## src/hdl/audio_port_pkg.sv

```systemverilog
// Constants, types and field layout for the audio serial port and route switch
// Operation
// - Each switch output has its own selector field choosing its input.
// - Processor selector 0x1 takes port input; DAC selector 0x3 takes processor output.
// - Converter samples are a switch input, routable to any output including transmit.
// - One input may feed several outputs; processor never feeds itself.
// - Port supports I2S, left justified, right justified and PCM frame formats.
// - Software picks bit clock rate, bit clock polarity, sample length, frame polarity.
// - In stereo formats the left subframe always comes first.
// - One bit selects clock master or clock slave for both port clocks.
// - As slave, clocks must be locked to system clock; PLL mode unused.
// - As master, clocks come from system clock or the PLL tick.
// - In PCM the frame clock is only a frame start pulse.
// - In PCM right word follows left directly; remaining slots are zero.
// - In PCM data and pulse are sampled on the configured bit clock edge.
// - PCM variant A starts one bit after the pulse; variant B at once.
// - Control word 0x01F4 decodes to PCM variant A master, inverted, 16 bit.
// - As PCM slave any frame pulse width is accepted.
// - As PCM master the frame pulse is active exactly one bit clock: high, or low when frame polarity is set.
package audio_port_pkg;
	localparam int DATA_W = 16;
	localparam int ADDR_W = 4;
	localparam logic [3:0] ROUTE_OFS = 4'h0;
	localparam logic [3:0] FMT_OFS = 4'h4;
	localparam logic [3:0] CLK_OFS = 4'h8;
	localparam logic [3:0] STAT_OFS = 4'hc;
	localparam logic [15:0] ROUTE_RST = 16'h0000;
	localparam logic [15:0] FMT_RST = 16'h0000;
	localparam logic [15:0] CLK_RST = 16'h0000;
	localparam int RT_TX_LSB = 0;
	localparam int RT_DAC_LSB = 4;
	localparam int RT_PROC_LSB = 6;
	localparam int F_RATE = 8;
	localparam int F_MASTER = 7;
	localparam int F_INV = 6;
	localparam int F_LEN_LSB = 4;
	localparam int F_MODE_LSB = 2;
	localparam int F_ALIGN = 1;
	localparam int F_POL = 0;
	localparam int C_PLL = 0;
	localparam logic [6:0] LEN_32 = 7'h20;
	localparam logic [6:0] LEN_24 = 7'h18;
	localparam logic [6:0] LEN_20 = 7'h14;
	localparam logic [6:0] LEN_16 = 7'h10;
	localparam logic [6:0] LAST_64 = 7'h3f;
	localparam logic [6:0] LAST_32 = 7'h1f;
	localparam logic [6:0] HALF_64 = 7'h20;
	localparam logic [6:0] HALF_32 = 7'h10;
	localparam int CLK_NS = 8;
	localparam int BCLK_HALF_NS = 64;
	localparam int BCLK_HALF_CYC = BCLK_HALF_NS / CLK_NS;
	typedef enum logic [1:0] {
		SRC_ADC = 2'b00,
		SRC_PORT = 2'b01,
		SRC_NONE = 2'b10,
		SRC_PROC = 2'b11
	} src_t;
	typedef enum logic [1:0] {
		FMT_I2S = 2'b00,
		FMT_PCM = 2'b01,
		FMT_RJ = 2'b10,
		FMT_RSV = 2'b11
	} mode_t;
	typedef struct packed {
		logic [31:0] left;
		logic [31:0] right;
	} sample_t;
endpackage

```

## src/hdl/audio_port_and_route_switch.sv

```systemverilog
// Audio serial port with frame formats, clocking and the source route switch
//
// Our own choices: the address map and the address-and-strobe port.
`timescale 1ns/1ps
module audio_port_and_route_switch import audio_port_pkg::*; #(
	parameter int HALF_CYC = BCLK_HALF_CYC
) (
	input wire logic ref_clk,
	input wire logic sys_rst,
	input wire logic [ADDR_W-1:0] reg_addr,
	input wire logic [DATA_W-1:0] reg_wdata,
	input wire logic reg_wr,
	input wire logic reg_rd,
	output logic [DATA_W-1:0] reg_rdata,
	input wire logic pll_tick,
	input wire logic bclk_in,
	output logic bclk_out,
	output logic bclk_oe,
	input wire logic lrclk_in,
	output logic lrclk_out,
	output logic lrclk_oe,
	input wire logic sdata_in,
	output logic sdata_out,
	input wire logic adc_valid,
	output logic adc_ready,
	input wire sample_t adc_data,
	input wire logic proc_out_valid,
	output logic proc_out_ready,
	input wire sample_t proc_out_data,
	output logic proc_in_valid,
	input wire logic proc_in_ready,
	output sample_t proc_in_data,
	output logic dac_valid,
	input wire logic dac_ready,
	output sample_t dac_data
);
	logic [15:0] route_reg, fmt_reg, clk_reg, rdata_reg;
	logic [2:0] bclk_sync;
	logic [1:0] lr_sync, sd_sync;
	logic [15:0] div_cnt;
	logic phase_reg, lr_prev, lr_out_reg, sd_out_reg;
	logic [6:0] slot_reg;
	logic [31:0] rx_sh, rx_left, tx_l, tx_r;
	sample_t rx_sample, buf_mem [2];
	logic rx_valid, wp, rp;
	logic [1:0] cnt;

	// Register port
	wire wr_route = reg_wr && (reg_addr == ROUTE_OFS);
	wire wr_fmt = reg_wr && (reg_addr == FMT_OFS);
	wire wr_clk = reg_wr && (reg_addr == CLK_OFS);
	wire [15:0] stat_word = {12'h000, lr_prev, cnt, fmt_reg[F_MASTER]};
	wire [15:0] rd_mux = (reg_addr == ROUTE_OFS) ? route_reg :
		(reg_addr == FMT_OFS) ? fmt_reg :
		(reg_addr == CLK_OFS) ? clk_reg :
		(reg_addr == STAT_OFS) ? stat_word : 16'h0000;
	always_ff @(posedge ref_clk or posedge sys_rst) begin
		if (sys_rst) begin
			route_reg <= ROUTE_RST;
			fmt_reg <= FMT_RST;
			clk_reg <= CLK_RST;
			rdata_reg <= 16'h0000;
		end else begin
			if (wr_route)
				route_reg <= reg_wdata;
			if (wr_fmt)
				fmt_reg <= reg_wdata;
			if (wr_clk)
				clk_reg <= reg_wdata;
			rdata_reg <= reg_rd ? rd_mux : 16'h0000;
		end
	end
	assign reg_rdata = rdata_reg;

	// Format decode
	wire master = fmt_reg[F_MASTER];
	wire inv = fmt_reg[F_INV];
	wire pol = fmt_reg[F_POL];
	wire [1:0] len_code = fmt_reg[F_LEN_LSB +: 2];
	wire mode_t mode = mode_t'(fmt_reg[F_MODE_LSB +: 2]);
	wire pcm = (mode == FMT_PCM);
	wire rj = (mode == FMT_RJ);
	wire [6:0] len = (len_code == 2'd0) ? LEN_32 : (len_code == 2'd1) ? LEN_24 :
		(len_code == 2'd2) ? LEN_20 : LEN_16;
	wire [6:0] last = fmt_reg[F_RATE] ? LAST_32 : LAST_64;
	wire [6:0] half = fmt_reg[F_RATE] ? HALF_32 : HALF_64;
	// Variant A and I2S delay one bit; variant B and left justified do not
	wire [6:0] dly = {6'h00, !rj && !fmt_reg[F_ALIGN]};
	wire [6:0] l_start = rj ? 7'(half - len) : dly;
	wire [6:0] r_start = pcm ? 7'(dly + len) :
		rj ? 7'(last + 7'h01 - len) : 7'(half + dly);
	wire [6:0] r_end = 7'(r_start + len);

	// Link pins; first stage feeds only the second
	always_ff @(posedge ref_clk or posedge sys_rst) begin
		if (sys_rst) begin
			bclk_sync <= 3'h0;
			lr_sync <= 2'h0;
			sd_sync <= 2'h0;
		end else begin
			bclk_sync <= {bclk_sync[1:0], bclk_in};
			lr_sync <= {lr_sync[0], lrclk_in};
			sd_sync <= {sd_sync[0], sdata_in};
		end
	end
	wire s_rise = bclk_sync[1] && !bclk_sync[2];
	wire s_fall = !bclk_sync[1] && bclk_sync[2];

	// Master bit clock; PLL tick replaces the divider in asynchronous mode
	wire div_tick = (div_cnt == 16'(HALF_CYC - 1));
	wire tick = master && (clk_reg[C_PLL] ? pll_tick : div_tick);
	always_ff @(posedge ref_clk or posedge sys_rst) begin
		if (sys_rst) begin
			div_cnt <= 16'h0000;
			phase_reg <= 1'b0;
		end else begin
			div_cnt <= (div_tick || !master) ? 16'h0000 : 16'(div_cnt + 16'h0001);
			if (tick)
				phase_reg <= !phase_reg;
		end
	end
	wire raw_rise = master ? (tick && !phase_reg) : s_rise;
	wire raw_fall = master ? (tick && phase_reg) : s_fall;
	wire launch = inv ? raw_rise : raw_fall;
	wire capture = inv ? raw_fall : raw_rise;

	// Slot counter; a slave realigns it on each detected frame start
	wire [6:0] slot_next = (slot_reg == last) ? 7'h00 : 7'(slot_reg + 7'h01);
	wire lr_lvl = lr_sync[1] ^ pol;
	// Only the leading edge of a PCM pulse counts, so its width is free
	wire fstart = pcm ? (lr_lvl && !lr_prev) : (!lr_lvl && lr_prev);
	always_ff @(posedge ref_clk or posedge sys_rst) begin
		if (sys_rst) begin
			slot_reg <= 7'h00;
			lr_prev <= 1'b0;
		end else begin
			if (launch)
				slot_reg <= slot_next;
			else if (capture && !master && fstart)
				slot_reg <= 7'h00;
			if (capture)
				lr_prev <= lr_lvl;
		end
	end

	// Transmit bit for the coming slot
	wire n_left = (slot_next >= l_start) && (slot_next < 7'(l_start + len));
	wire n_right = (slot_next >= r_start) && (slot_next < r_end);
	wire [6:0] n_idx = n_left ? 7'(len - 7'h01 - (slot_next - l_start)) :
		7'(len - 7'h01 - (slot_next - r_start));
	wire tx_bit = n_left ? tx_l[n_idx[4:0]] : n_right ? tx_r[n_idx[4:0]] : 1'b0;
	wire lr_next = (pcm ? (slot_next == 7'h00) : (slot_next >= half)) ^ pol;
	always_ff @(posedge ref_clk or posedge sys_rst) begin
		if (sys_rst) begin
			lr_out_reg <= 1'b0;
			sd_out_reg <= 1'b0;
		end else if (launch) begin
			lr_out_reg <= lr_next;
			sd_out_reg <= tx_bit;
		end
	end
	assign bclk_out = phase_reg;
	assign lrclk_out = lr_out_reg;
	assign bclk_oe = master;
	assign lrclk_oe = master;
	assign sdata_out = sd_out_reg;

	// Receive, MSB first, right aligned at the programmed length
	// Slots ahead of the left window count as past the last slot, where a right word running past the frame end has its tail
	wire [6:0] c_slot = (slot_reg < l_start) ? 7'(slot_reg + last + 7'h01) : slot_reg;
	wire c_left = (c_slot >= l_start) && (c_slot < 7'(l_start + len));
	wire c_right = (c_slot >= r_start) && (c_slot < r_end);
	wire [31:0] sh_next = {rx_sh[30:0], sd_sync[1]};
	wire [31:0] len_mask = ~(32'hffffffff << len);
	wire l_done = capture && c_left && (c_slot == 7'(l_start + len - 7'h01));
	wire r_done = capture && c_right && (c_slot == 7'(r_end - 7'h01));
	always_ff @(posedge ref_clk or posedge sys_rst) begin
		if (sys_rst) begin
			rx_sh <= 32'h00000000;
			rx_left <= 32'h00000000;
			rx_sample <= '0;
			rx_valid <= 1'b0;
		end else begin
			if (capture && (c_left || c_right))
				rx_sh <= sh_next;
			if (l_done)
				rx_left <= sh_next & len_mask;
			if (r_done)
				rx_sample <= '{left: rx_left, right: sh_next & len_mask};
			rx_valid <= r_done;
		end
	end

	// Route switch: a source advances only when every output on it accepts
	wire [1:0] sel [3];
	assign sel[0] = route_reg[RT_TX_LSB +: 2];
	assign sel[1] = route_reg[RT_DAC_LSB +: 2];
	assign sel[2] = route_reg[RT_PROC_LSB +: 2];
	wire proc_loop = (src_t'(sel[2]) == SRC_PROC);
	wire [2:0] sel_ok = {!proc_loop, 2'b11};
	wire buf_ready = (cnt != 2'd2);
	wire [2:0] out_rdy = {proc_in_ready, dac_ready, buf_ready};
	wire [3:0] src_v = {proc_out_valid, 1'b0, rx_valid, adc_valid};
	sample_t src_d [4];
	assign src_d[0] = adc_data;
	assign src_d[1] = rx_sample;
	assign src_d[2] = '0;
	assign src_d[3] = proc_out_data;
	wire [2:0] hit [4];
	wire [3:0] src_rdy;
	wire [2:0] out_v;
	sample_t out_d [3];
	genvar j, k;
	generate
		for (j = 0; j < 4; j++) begin : g_src
			for (k = 0; k < 3; k++) begin : g_hit
				assign hit[j][k] = sel_ok[k] && (sel[k] == 2'(j));
			end
			assign src_rdy[j] = &(~hit[j] | out_rdy);
		end
		for (k = 0; k < 3; k++) begin : g_out
			assign out_v[k] = sel_ok[k] && src_v[sel[k]] && src_rdy[sel[k]];
			assign out_d[k] = sel_ok[k] ? src_d[sel[k]] : '0;
		end
	endgenerate
	assign adc_ready = src_rdy[0];
	assign proc_out_ready = src_rdy[3];
	assign dac_valid = out_v[1];
	assign dac_data = out_d[1];
	assign proc_in_valid = out_v[2];
	assign proc_in_data = out_d[2];

	// Two-entry transmit buffer; refilled in the last slot, silence on underrun
	wire push = out_v[0];
	wire pop_slot = capture && (slot_reg == last);
	wire pop = pop_slot && (cnt != 2'd0);
	always_ff @(posedge ref_clk or posedge sys_rst) begin
		if (sys_rst) begin
			wp <= 1'b0;
			rp <= 1'b0;
			cnt <= 2'd0;
			tx_l <= 32'h00000000;
			tx_r <= 32'h00000000;
		end else begin
			if (push) begin
				buf_mem[wp] <= out_d[0];
				wp <= !wp;
			end
			if (pop)
				rp <= !rp;
			cnt <= 2'(cnt + {1'b0, push} - {1'b0, pop});
			if (pop_slot) begin
				tx_l <= pop ? buf_mem[rp].left : 32'h00000000;
				tx_r <= pop ? buf_mem[rp].right : 32'h00000000;
			end
		end
	end
endmodule

```

## config.mk

```make
export PLATFORM = sky130hd
export DESIGN_NAME = audio_port_and_route_switch
export DESIGN_NICKNAME = d
export VERILOG_FILES = /design/src/hdl/audio_port_pkg.sv /design/src/hdl/audio_port_and_route_switch.sv
export SDC_FILE = /design/constraint.sdc
export NUM_CORES = 1
export LEC_CHECK = 0
export BUFFER_PORTS_ARGS = -buffer_cell sky130_fd_sc_hd__buf_2
export CAP_MARGIN = 20
export CORE_ASPECT_RATIO = 0.9
export CORE_UTILIZATION = 50
export CTS_CLUSTER_SIZE = 8
export DETAILED_ROUTE_END_ITERATION = 7
export PLACE_DENSITY = 0.78
export SLEW_MARGIN = 20
export SYNTH_ARGS = -nofsm -noshare
export SYNTH_HDL_FRONTEND = slang
export SYNTH_SLANG_ARGS = --single-unit
```

## constraint.sdc

```tcl
create_clock -name ref_clk -period 15.5 [get_ports ref_clk]
set_input_delay 4.65 -clock ref_clk [delete_from_list [all_inputs] [get_ports ref_clk]]
set_output_delay 4.65 -clock ref_clk [all_outputs]
set_load 0.01 [all_outputs]
```

---- Yosys cells after proc, flatten, opt, wreduce, memory -nomap -nowiden ----
Memory sizes are Yosys's and may differ from the RTL's.
Cells that the tools add are included.
operators by class
  add/sub/neg operators ................... 20
  multiply operators ...................... 0
  div/mod/pow operators ................... 0
  $lt $le $gt $ge ......................... 17
  equal/unequal tests ..................... 21
  shifts and indexed selects .............. 1
  multiplexer cells ....................... 58
  bitwise logic cells ..................... 15
  reductions and logical operators ........ 58
operator list
  kind                   number
  $mux 64                7
  $bmux 64 s2            3
  $mux 16                5
  $mux 32                2
  $mux 7                 7
  $lt 7x7->1             5
  $and 32x32->32         1
  $logic_and 1x1->1      32
  $not 32->32            1
  $shl 32x6->32 const A  1
  $ge 7x7->1             4
  $add 7x6->7            3
  $sub 5x5->5            4
  $mux 1                 19
  $mux 6                 3
  $add 16x1->16 const B  1
  $eq 16x3->1 const B    1
  $eq 2x2->1 const B     8
  $add 7x1->7 const B    2
  $eq 7x7->1             2
  $sub 7x1->7 const B    2
  $bmux 1 s2             6
  $logic_not 1->1        12
  $not 2->3              4
  other kinds (30)       55
storage, ports and cells
  register bits after elaboration ......... 294
  bits in latches ......................... 0
  RAM bits ................................ 128
  ROM bits ................................ 0
  output and inout bits ................... 153
  logic and storage cells ................. 214
  memories kept ........................... 1
memories
  name     words  bits a word  read ports  clocked after Yosys merged registers in  write ports  RTL line                           text
  buf_mem  2      64           1           0                                        1            audio_port_and_route_switch.sv:44  sample_t rx_sample, buf_mem [2];

---- Depth between registers and ports, before layout ----
Gate-level depths: netlist of the first run.
  depth in word-level cells ............... 14
  gate-level depth with buffers ........... 26
  gate-level depth less buffers ........... 22

---- Worst setup path before layout of the first run ----
No wires, ideal clock.
  kind .................................... input-to-reg
  start point ............................. input port dac_ready
  end point ............................... memory buf_mem[1][0] (netlist name), enable pin
  library setup time ...................... 579 ps
  arrival ................................. 10150 ps
  required time ........................... 14921 ps
  slack ................................... 4771 ps
  stages on the path ...................... 4
  buffers on the path ..................... 0
  cells stage by stage .................... nor3_1 > a211oi_1 > a32oi_1 > nor3b_1
between the ends
  cells in the longest elaborated chain, start to end .. 8
RTL lines
  item                                     RTL line                            text
  from (decl)                              audio_port_and_route_switch.sv:34   input wire logic dac_ready,
  $or 3x3->3                               audio_port_and_route_switch.sv:219  assign src_rdy[j] = &(~hit[j] | out_rdy);
  $reduce_and 3->1                         audio_port_and_route_switch.sv:219
  net adc_ready                            audio_port_and_route_switch.sv:25   output logic adc_ready,
  $bmux 1 s2                               audio_port_and_route_switch.sv:222  assign out_v[k] = sel_ok[k] && src_v[sel[k]] && src_rdy[sel[k]];
  $mux 1 (implied by the code)             audio_port_and_route_switch.sv:222
  $logic_and 1x1->1                        audio_port_and_route_switch.sv:222
  $mux 1                                   audio_port_and_route_switch.sv:245  if (push) begin
  $logic_and 1x1->1 (implied by the code)  audio_port_and_route_switch.sv:246  buf_mem[wp] <= out_d[0];
  $mux 1 (implied by the code)             audio_port_and_route_switch.sv:246
  to (decl)                                audio_port_and_route_switch.sv:44
The timed path passes the listed nets, and every way through them passes these cells. The select of a mux whose other input is x is not followed.

---- Worst setup path after layout of the first run ----
  start point ............................. input port dac_ready
  end point ............................... output port dac_valid
between the ends
  cells in the longest elaborated chain, start to end .. 5
RTL lines
  item                            RTL line                            text
  $or 3x3->3                      audio_port_and_route_switch.sv:219
  $reduce_and 3->1                audio_port_and_route_switch.sv:219
  $bmux 1 s2 *                    audio_port_and_route_switch.sv:222
  $mux 1 (implied by the code) *  audio_port_and_route_switch.sv:222
  $logic_and 1x1->1 *             audio_port_and_route_switch.sv:222
  to (decl)                       audio_port_and_route_switch.sv:33   output logic dac_valid,
Mark *: on every way between the ends. The rest lies on a longest branch, timed or not. The select of a mux whose other input is x is not followed.

==> results of run 1 <==
## power groups by stage
stage               sequential (mW)  clock [mW]  combinational (mW)
global route                   1.40        1.24                2.36
CTS                            1.38        1.19                2.15
floorplan                      1.34           0                1.66
finish                         1.39        1.17                2.18
detailed placement             1.40           0                2.13
global placement               1.40           0                2.09
## final cells by class
| cell class | count | area (um^2) | share of cell area |
|---|---|---|---|
| Sequential cell | 422 | 11200 | 0.420 |
| Multi-Input combinational cell | 1372 | 11000 | 0.412 |
| Timing Repair Buffer | 338 | 1800 | 0.0674 |
| Clock buffer | 100 | 1610 | 0.0603 |
| Tap cell | 616 | 771 | 0.0289 |
| Inverter | 52 | 203 | 0.00759 |
| Clock inverter | 3 | 80.1 | 0.00300 |
| Antenna cell | 1 | 2.50 | 0.0000937 |
## worst reg2reg max path: cells and delay by family, from the launching register on
family / cells / cell delay (ns)
and+or+nand+nor: 3 / 1.74
muxes: 1 / 0.25
buffers and inverters: 3 / 0.43
DFF: 1 / 0.48
AOI/OAI and AO/OA: 7 / 1.92
adders and majority gates: 4 / 1.69
xor gates and xnor gates: 1 / 0.51
## logic make-up after synthesis
kind of cell               Yosys count  share of synthesized area
AOI/OAI and AO/OA                  342                     0.0913
xor gates and xnor gates            54                     0.0202
adders and majority gates           90                     0.0485
buffers and inverters              297                     0.0701
DFF                                422                      0.470
muxes                              484                      0.226
and+or+nand+nor                    402                     0.0742
## cell usage after synthesis (3+ instances only)
cell type / n / area share
a211oi_1: 4 / 0.0013
a21boi_0: 3 / 0.00094
a21o_1: 13 / 0.0041
a21oi_1: 44 / 0.0092
a22o_1: 66 / 0.024
a22oi_1: 14 / 0.0044
a31oi_1: 3 / 0.00079
and2_1: 10 / 0.0026
and3_1: 11 / 0.0029
buf_1: 15 / 0.0024
buf_2: 4 / 0.00084
buf_4: 135 / 0.043
buf_6: 6 / 0.0028
clkbuf_1: 85 / 0.013
dfrtp_1: 294 / 0.31
edfxtp_1: 128 / 0.16
fa_1: 4 / 0.0034
ha_1: 86 / 0.045
inv_1: 52 / 0.0082
mux2_1: 8 / 0.0038
mux2_2: 184 / 0.087
mux2_4: 49 / 0.031
mux2i_1: 239 / 0.10
mux4_2: 4 / 0.0038
nand2_1: 174 / 0.027
nand2b_1: 11 / 0.0029
nand3_1: 16 / 0.0034
nand4_1: 8 / 0.0021
nor2_1: 121 / 0.019
nor2b_1: 14 / 0.0037
nor3_1: 11 / 0.0023
nor3b_1: 3 / 0.00094
nor4_1: 4 / 0.0010
o211ai_1: 3 / 0.00094
o21a_1: 8 / 0.0025
o21ai_0: 158 / 0.033
o21ai_1: 3 / 0.00063
o31ai_1: 3 / 0.00094
or2_2: 4 / 0.0010
or3_1: 7 / 0.0018
xnor2_1: 37 / 0.014
xor2_1: 16 / 0.0059
## stage by stage
stage               setup WS (ns)  power [mW]  utilization  cell area, um^2  hold slack [ns]
floorplan                    2.73        3.00            -            23800            0.331
global placement             4.99        3.49        0.533            24900            0.334
detailed placement           5.08        3.54        0.533            25000            0.337
CTS                          5.08        4.73        0.569            26700            0.354
global route                 4.87        5.01        0.570            26700            0.370
finish                       5.07        4.74        0.570            26700            0.354
## per-layer routing
layer	part of all wire	routed length, um	track usage
met1	0.45	27200	0.350
met3	0.041	2480	0.0295
met5	0.00030	18	0
met4	0.024	1450	0.0878
met2	0.49	29500	0.403
## worst paths after layout
kind,start,endpoint,slack [ns],cells after the start
worst min register to register,bclk_sync[0]$_DFF_PP0_,bclk_sync[1]$_DFF_PP0_,0.35,0
min in group asynchronous,sys_rst,rx_sample[58]$_DFFE_PP0P_,4.25,2
worst max-delay path,dac_ready,dac_valid,5.07,8
max in group asynchronous,sys_rst,rx_sh[14]$_DFFE_PP0P_,9.28,4
worst min-delay path,bclk_sync[0]$_DFF_PP0_,bclk_sync[1]$_DFF_PP0_,0.35,0
worst max register to register,fmt_reg[5]$_DFFE_PP0P_,sdata_out$_DFFE_PP0P_,8.36,19
==> flow_metrics.env, run 1 <==
export IMPL_antenna_found_initial=2
export IMPL_synthCells=2091
export IMPL_p_int_mw=2.91
export IMPL_clock_fmax_ghz=0.0958
export IMPL_routabilityCongestion=0.888
export IMPL_largest_reg_flops=128
export IMPL_skew_ns=0.0355
export IMPL_synth_ff_type="dfrtp_1"
export IMPL_reg_top3="buf_mem (128), rx_sample (64)"
export IMPL_clockRootBuffer="clkbuf_16"
export IMPL_cp_common_cell="buf_2"
export IMPL_totalWireLength_um=60700
export IMPL_row_count=75
export IMPL_portBuffers=312
export IMPL_asyncSetResetFlopFracSynth=0.697
export IMPL_top_register="buf_mem"
export IMPL_vias=16700
export IMPL_clkLatencyLatePin_ns=0.62
export IMPL_final_min_clock_period_ns=10.43
export IMPL_fin_crit_sh=0.673
export IMPL_p_comb_frac=0.460
export IMPL_clock_path_buffers=3
export IMPL_syn_area_um2=23800
export IMPL_die_y_um=209
export IMPL_seqPwrFrac=0.293
export IMPL_wl_per_cell_um=20.9
export IMPL_grt_max_degree=105
export IMPL_area_delta_synth_final_pct=12.0
export IMPL_start_util=0.509
export IMPL_tightest_slew_ns=1.13
export IMPL_drive_gt1_frac=0.290
export IMPL_io_pins=313
export IMPL_place_inst=2799
export IMPL_mostFrequentLayoutCell="buf_2"
export IMPL_final_cell_mix="312 x buf_2, 287 x dfrtp_1, 239 x mux2i_1"
export IMPL_synth_seq_cells=422
export IMPL_path_class="primary input to primary output"
export IMPL_crit_chain="buf_2 > nor3_1 > a211oi_1 > nand2_1 > nor2_1 > a21oi_1 > o22ai_1 > buf_2"
export IMPL_dpl_hpwl_um=41800
export IMPL_hp_class="flip-flop to flip-flop"
export IMPL_total_leakage_power_nw=12.3
export IMPL_power_density_nw_per_um2=178
export IMPL_arrival_ns=5.78
export IMPL_cts_setup_buffers=0
export IMPL_irDropWorstVdd_mv=0.158
export IMPL_fin_tns_setup_ns=0
export IMPL_finalHoldViolCount=0
export IMPL_slowest_stage="a211oi_1"
export IMPL_rsz0062_at_grt="no"
export IMPL_cts_hold_buf=0
export IMPL_numCtsBuffers=58
export IMPL_ys_seq_area_frac=0.470
export IMPL_yosys_warnings=0
export IMPL_switching_share=0.387
export IMPL_cp_buffers_inverters=2
export IMPL_grtUsageTotal=0.250
export IMPL_clkPwrFrac=0.247
export IMPL_cp_slowest_stage_delay_ns=0.38
export IMPL_fin_cells=2904
export IMPL_drt_pass1_iter_count=5
export IMPL_p_switching_mw=1.84
export IMPL_die_width_um=232
export IMPL_synth_nets=2341
export IMPL_cts_resized=0
export IMPL_slew_headroom=0.245
export IMPL_cts_max_level=2
export IMPL_slew_viol_final=0
export IMPL_syn_avg_cell_area_um2=11.4
export IMPL_fill_cells=3728
export IMPL_postRouteAntennaNets=0
export IMPL_critPathCaptureType="primary output"
export IMPL_required_ns=10.85
export IMPL_cts_sinks=422
export IMPL_path_clk_slew_ns=0.05
export IMPL_vias_per_cell=5.76
export IMPL_startpoint_type="primary input"
export IMPL_fin_nets=2494
export IMPL_synth_cell_types=65
export IMPL_core_area_um2=46800
export IMPL_drtIter0Drc=1154
export IMPL_crit_family="compound AO/OA/AOI/OAI gates"
export IMPL_die_area_um2=48500
export IMPL_grt_pass1_vias=17000
export IMPL_status="complete, no violations"
export IMPL_cp_max_fo=3
export IMPL_setup_violations=0
export IMPL_tritoncts="yes"
export IMPL_drc=0
export IMPL_cap_violations=0
export IMPL_grt_overflow_total=0
export IMPL_synth_edff_count=128
export IMPL_grt_first_pass_wirelength_um=95100
Note: power is estimated with default switching activity, not from simulation.
==> run 2: changes to the inputs <==
- clock period: 15.5 -> 9.85 ns (I/O delays scaled with it)
==> run 2 against run 1 <==
  * Cell area fell by 0.14%
  * Utilization shrank 0.077 points
  * Global-route usage is essentially flat
  * Non-clock buffer count unchanged
  * Critical endpoint unchanged
  * Largest power group unchanged
==> flow_metrics.env, run 2 (same netlist as run 1, synthesis figures left out) <==
export IMPL_cts_max_level=2
export IMPL_worstHoldPathCells=0
export IMPL_hold_end="lr_sync[1]$_DFF_PP0_"
export IMPL_rsz0062_at_grt="no"
export IMPL_crit_chain="buf_2 > nor3_1 > a211oi_1 > nand2_1 > nor2_1 > a21oi_1 > o22ai_1 > buf_2"
export IMPL_slew_headroom=0.299
export IMPL_clkPwrFrac=0.246
export IMPL_critPathCaptureType="primary output"
export IMPL_fill_cells=3756
export IMPL_utilization=0.569
export IMPL_cts_sinks=422
export IMPL_postRouteAntennaNets=0
export IMPL_die_width_um=232
export IMPL_fin_nets=2494
export IMPL_crit_family="compound AO/OA/AOI/OAI gates"
export IMPL_io_pins=313
export IMPL_skew_ns=0.0319
export IMPL_p_switching_mw=2.87
export IMPL_clockRootBuffer="clkbuf_16"
export IMPL_startpoint_type="primary input"
export IMPL_die_area_um2=48500
export IMPL_top_register="buf_mem"
export IMPL_clock_fmax_ghz=0.143
export IMPL_cts_hold_buf=0
export IMPL_grt_first_pass_wirelength_um=95900
export IMPL_switching_share=0.386
export IMPL_cp_slowest_stage_delay_ns=0.37
export IMPL_slowest_stage="a211oi_1"
export IMPL_preCtsSetupSlack_ns=2.86
export IMPL_total_leakage_power_nw=12.3
export IMPL_r2r_cells=22
export IMPL_numCtsBuffers=58
export IMPL_dpl_hpwl_um=41500
export IMPL_path_clk_slew_ns=0.05
export IMPL_setup_ws_ns=2.85
export IMPL_holdWs_ns=0.358
export IMPL_cp_common_cell="buf_2"
export IMPL_drive_gt1_frac=0.291
export IMPL_largest_reg_flops=128
export IMPL_hold_path_startpoint="lr_sync[0]$_DFF_PP0_"
export IMPL_grt_pass1_vias=17100
export IMPL_core_area_um2=46800
export IMPL_cap_violations=0
export IMPL_totalWireLength_um=61100
export IMPL_status="complete, no violations"
export IMPL_final_cell_mix="312 x buf_2, 287 x dfrtp_1, 239 x mux2i_1"
export IMPL_seqPwrFrac=0.292
export IMPL_final_min_clock_period_ns=7.00
export IMPL_drtIter0Drc=1194
export IMPL_cts_setup_buffers=0
export IMPL_placed_cell_area_um2=25000
export IMPL_arrival_ns=4.05
export IMPL_routabilityCongestion=0.911
export IMPL_clock_path_buffers=3
export IMPL_antenna_found_initial=2
export IMPL_cts_resized=0
export IMPL_vias_per_cell=5.78
export IMPL_cp_max_fo=3
export IMPL_drt_pass1_iter_count=6
export IMPL_fin_cells=2903
export IMPL_r2r_end="sdata_out$_DFFE_PP0P_"
export IMPL_wl_per_cell_um=21.0
export IMPL_clkLatencyLatePin_ns=0.61
export IMPL_reg_top3="buf_mem (128), rx_sample (64)"
export IMPL_finalPower_mw=7.41
export IMPL_portBuffers=312
export IMPL_cp_buffers_inverters=2
export IMPL_fin_crit_sh=0.711
export IMPL_rr_startpoint="fmt_reg[4]$_DFFE_PP0P_"
export IMPL_tritoncts="yes"
export IMPL_vias=16800
export IMPL_rrSetupSlack_ns=3.27
export IMPL_row_count=75
export IMPL_place_inst=2799
export IMPL_drc=0
export IMPL_area_delta_synth_final_pct=11.9
export IMPL_grt_max_degree=157
export IMPL_tightest_slew_ns=1.05
export IMPL_slew_viol_final=0
export IMPL_power_density_nw_per_um2=278
export IMPL_die_y_um=209
export IMPL_p_int_mw=4.55
export IMPL_hp_class="flip-flop to flip-flop"
export IMPL_p_comb_frac=0.462
export IMPL_start_util=0.509
export IMPL_irDropWorstVdd_mv=0.328
export IMPL_final_cell_area_um2=26700
export IMPL_grt_overflow_total=0
export IMPL_grtUsageTotal=0.251
export IMPL_setup_violations=0
export IMPL_finalHoldViolCount=0
export IMPL_fin_tns_setup_ns=0
export IMPL_path_class="primary input to primary output"
export IMPL_required_ns=6.90
export IMPL_mostFrequentLayoutCell="buf_2"
run 2: layer usage:
| metal | GRT usage | wire length, um |
|---|---|---|
| met4 | 0.0855 | 1540 |
| met3 | 0.0332 | 2820 |
| met5 | 0 | 0 |
| met2 | 0.408 | 29800 |
| met1 | 0.345 | 26900 |
run 2: layout make-up:
cell class | instances | area (um^2) | area share
repair buffers | 338 | 1790 | 0.0671
inverters | 52 | 199 | 0.00746
multi-input cells | 1372 | 11000 | 0.413
flip-flops and latches | 422 | 11200 | 0.421
clock buffers | 99 | 1610 | 0.0602
clock inverters | 3 | 55.1 | 0.00206
well taps | 616 | 771 | 0.0289
diodes | 1 | 2.50 | 0.0000938
run 2: worst max-delay path by stage:
stage | start | endpoint | depth (start not counted)
after global routing | dac_ready | dac_valid | 8
after floorplan | dac_ready | buf_mem[1][0]$_DFFE_PP_ | 4
after detailed placement | dac_ready | dac_valid | 8
final | dac_ready | dac_valid | 8
after CTS | dac_ready | dac_valid | 8
after global placement | dac_ready | dac_valid | 8
run 2: power by group through the flow:
stage | clock (mW) | combinational, mW | sequential (mW)
3_5_place_dp | 0 | 3.35 | 2.19
6_report | 1.82 | 3.42 | 2.17
2_1_floorplan | 0 | 2.61 | 2.12
3_3_place_gp | 0 | 3.29 | 2.18
4_1_cts | 1.85 | 3.39 | 2.16
5_1_grt | 1.92 | 3.74 | 2.19
==> run 3: changes to the inputs <==
- PLACE_DENSITY: 0.78 -> 0.8
- clock period: 9.85 -> 5.7 ns (I/O delays scaled with it)
==> run 3 against run 2 <==
  * Sequential power grew 75%
  * First-iteration DRC count grew 4.2%
  * Wire length shrank 2.0%
  * Clock-buffer cell count shrank 4
  * Setup slack lost 2.6 ns
  * Critical endpoint is now sdata_out$_DFFE_PP0P_
  * Register-to-register slack lost 3.0 ns
  * Final cell count grew 0.21%
  * Hold slack lost 0.010 ns
==> flow_metrics.env, run 3 (same netlist as run 1, synthesis figures left out) <==
export IMPL_slew_headroom=0.258
export IMPL_irDropWorstVdd_mv=0.467
export IMPL_row_count=75
export IMPL_crit_family="compound AO/OA/AOI/OAI gates"
export IMPL_status="complete, no violations"
export IMPL_top_register="buf_mem"
export IMPL_r2r_end="sdata_out$_DFFE_PP0P_"
export IMPL_tightest_slew_ns=1.10
export IMPL_grt_max_degree=138
export IMPL_slew_viol_final=0
export IMPL_hp_class="flip-flop to flip-flop"
export IMPL_totalWireLength_um=59900
export IMPL_worstHoldPathCells=0
export IMPL_postRouteAntennaNets=0
export IMPL_largest_reg_flops=128
export IMPL_grt_overflow_total=0
export IMPL_total_leakage_power_nw=12.4
export IMPL_start_util=0.509
export IMPL_clkLatencyLatePin_ns=0.62
export IMPL_finalHoldViolCount=0
export IMPL_utilization=0.573
export IMPL_cp_depth=20
export IMPL_n_antenna_cell=0
export IMPL_antenna_found_initial=0
export IMPL_critPathLaunch="fmt_reg[4]$_DFFE_PP0P_"
export IMPL_vias_per_cell=5.72
export IMPL_clock_path_buffers=3
export IMPL_setup_violations=0
export IMPL_wl_per_cell_um=20.6
export IMPL_final_cell_mix="312 x buf_2, 287 x dfrtp_1, 239 x mux2i_1"
export IMPL_power_density_nw_per_um2=472
export IMPL_holdWs_ns=0.348
export IMPL_clock_fmax_ghz=0.183
export IMPL_tritoncts="yes"
export IMPL_fin_crit_sh=0.958
export IMPL_io_pins=313
export IMPL_cp_buffers_inverters=3
export IMPL_cts_setup_buffers=0
export IMPL_grt_first_pass_wirelength_um=94300
export IMPL_rr_startpoint="fmt_reg[4]$_DFFE_PP0P_"
export IMPL_core_area_um2=46800
export IMPL_clockRootBuffer="clkbuf_16"
export IMPL_crit_chain="inv_1 > ha_1 > fa_1 > nand2b_1 > inv_1 > ha_1 > a21oi_1 > xnor2_2 > inv_1 > ha_1 > o21a_1 > a21oi_1 > o21ai_1 > or3b_4 > and2_4 > o211a_1 > a2111o_1 > a211oi_1 > or4b_1 > o211ai_1"
export IMPL_die_y_um=209
export IMPL_dpl_hpwl_um=42100
export IMPL_cts_hold_buf=0
export IMPL_cts_max_level=2
export IMPL_fin_nets=2504
export IMPL_cp_slowest_stage_delay_ns=0.49
export IMPL_reg_top3="buf_mem (128), rx_sample (64)"
export IMPL_cap_violations=0
export IMPL_startpoint_type="flip-flop"
export IMPL_numCtsBuffers=59
export IMPL_vias=16600
export IMPL_cts_sinks=422
export IMPL_grtUsageTotal=0.246
export IMPL_place_inst=2808
export IMPL_die_area_um2=48500
export IMPL_drive_gt1_frac=0.297
export IMPL_finalPower_mw=12.7
export IMPL_skew_ns=0.0435
export IMPL_rsz0062_at_grt="yes"
export IMPL_arrival_ns=5.98
export IMPL_required_ns=6.22
export IMPL_fin_tns_setup_ns=0
export IMPL_path_class="flip-flop to flip-flop"
export IMPL_slowest_stage="fa_1"
export IMPL_rrSetupSlack_ns=0.24
export IMPL_fin_cells=2909
export IMPL_cp_max_fo=11
export IMPL_critPathCaptureType="flip-flop"
export IMPL_mostFrequentLayoutCell="buf_2"
export IMPL_grt_pass1_vias=17000
export IMPL_die_width_um=232
export IMPL_drt_pass1_iter_count=5
export IMPL_drc=0
export IMPL_final_min_clock_period_ns=5.46
export IMPL_area_delta_synth_final_pct=12.6
export IMPL_portBuffers=312
export IMPL_r2r_cells=20
export IMPL_cp_endpoint="sdata_out$_DFFE_PP0P_"
export IMPL_drtIter0Drc=1244
export IMPL_routabilityCongestion=0.908
export IMPL_path_clk_slew_ns=0.05
-- run 3: layout make-up --
class | instances | area, um^2
Clock buffer | 95 | 1610
Clock inverter | 5 | 93.8
Fill cell | 3623 | 20000
Inverter | 52 | 199
Multi-Input combinational cell | 1372 | 11100
Sequential cell | 422 | 11200
Tap cell | 616 | 771
Timing Repair Buffer | 347 | 1890
-- run 3: worst min-delay path by stage --
stage                            from  slack (ns)                endpoint
5_1_grt          sd_sync[0]$_DFF_PP0_        0.36    sd_sync[1]$_DFF_PP0_
6_report         lr_sync[0]$_DFF_PP0_        0.35    lr_sync[1]$_DFF_PP0_
3_5_place_dp     lr_sync[0]$_DFF_PP0_        0.34    lr_sync[1]$_DFF_PP0_
3_3_place_gp   bclk_sync[0]$_DFF_PP0_        0.33  bclk_sync[1]$_DFF_PP0_
4_1_cts          lr_sync[0]$_DFF_PP0_        0.35    lr_sync[1]$_DFF_PP0_
2_1_floorplan  bclk_sync[0]$_DFF_PP0_        0.33  bclk_sync[1]$_DFF_PP0_
-- run 3: power by group --
group | switching [mW] | internal, mW | leakage [nW]
logic | 3.16 | 2.50 | 6.43
registers | 0.331 | 3.46 | 5.14
clock network | 1.28 | 1.92 | 0.807
total | 4.77 | 7.88 | 12.4
-- run 3: timing repair --
item / in CTS / in global routing
gates resized for setup: 0 / 6
endpoints found under the setup margin: 0 / 15
hold endpoints to repair: 0 / 0
-- run 3: worst reg2reg max path, delay by kind of cell (launching register included) --
kind                       cells  cell delay [ns]
DFF                            1             0.45
adders and majority gates      4             1.49
AOI/OAI and AO/OA              8             1.69
and+or+nand+nor                4             1.29
buffers and inverters          3             0.28
xor gates and xnor gates       1             0.18
-- run 3: routing by layer --
| metal | global-route usage | share of wire | up-vias |
|---|---|---|---|
| li1 | - | - | 7659 |
| met1 | 0.337 | 0.44 | 8397 |
| met2 | 0.406 | 0.49 | 487 |
| met3 | 0.0355 | 0.050 | 83 |
| met4 | 0.0715 | 0.021 | 0 |
| met5 | 0 | 0 | - |
-- run 3: through the flow --
step / setup slack [ns] / area (um^2)
after floorplan: 0.0869 / 23800
after global placement: 0.314 / 25100
after detailed placement: 0.129 / 25100
after CTS: 0.117 / 26800
after global routing: -0.0207 / 26800
final: 0.239 / 26800
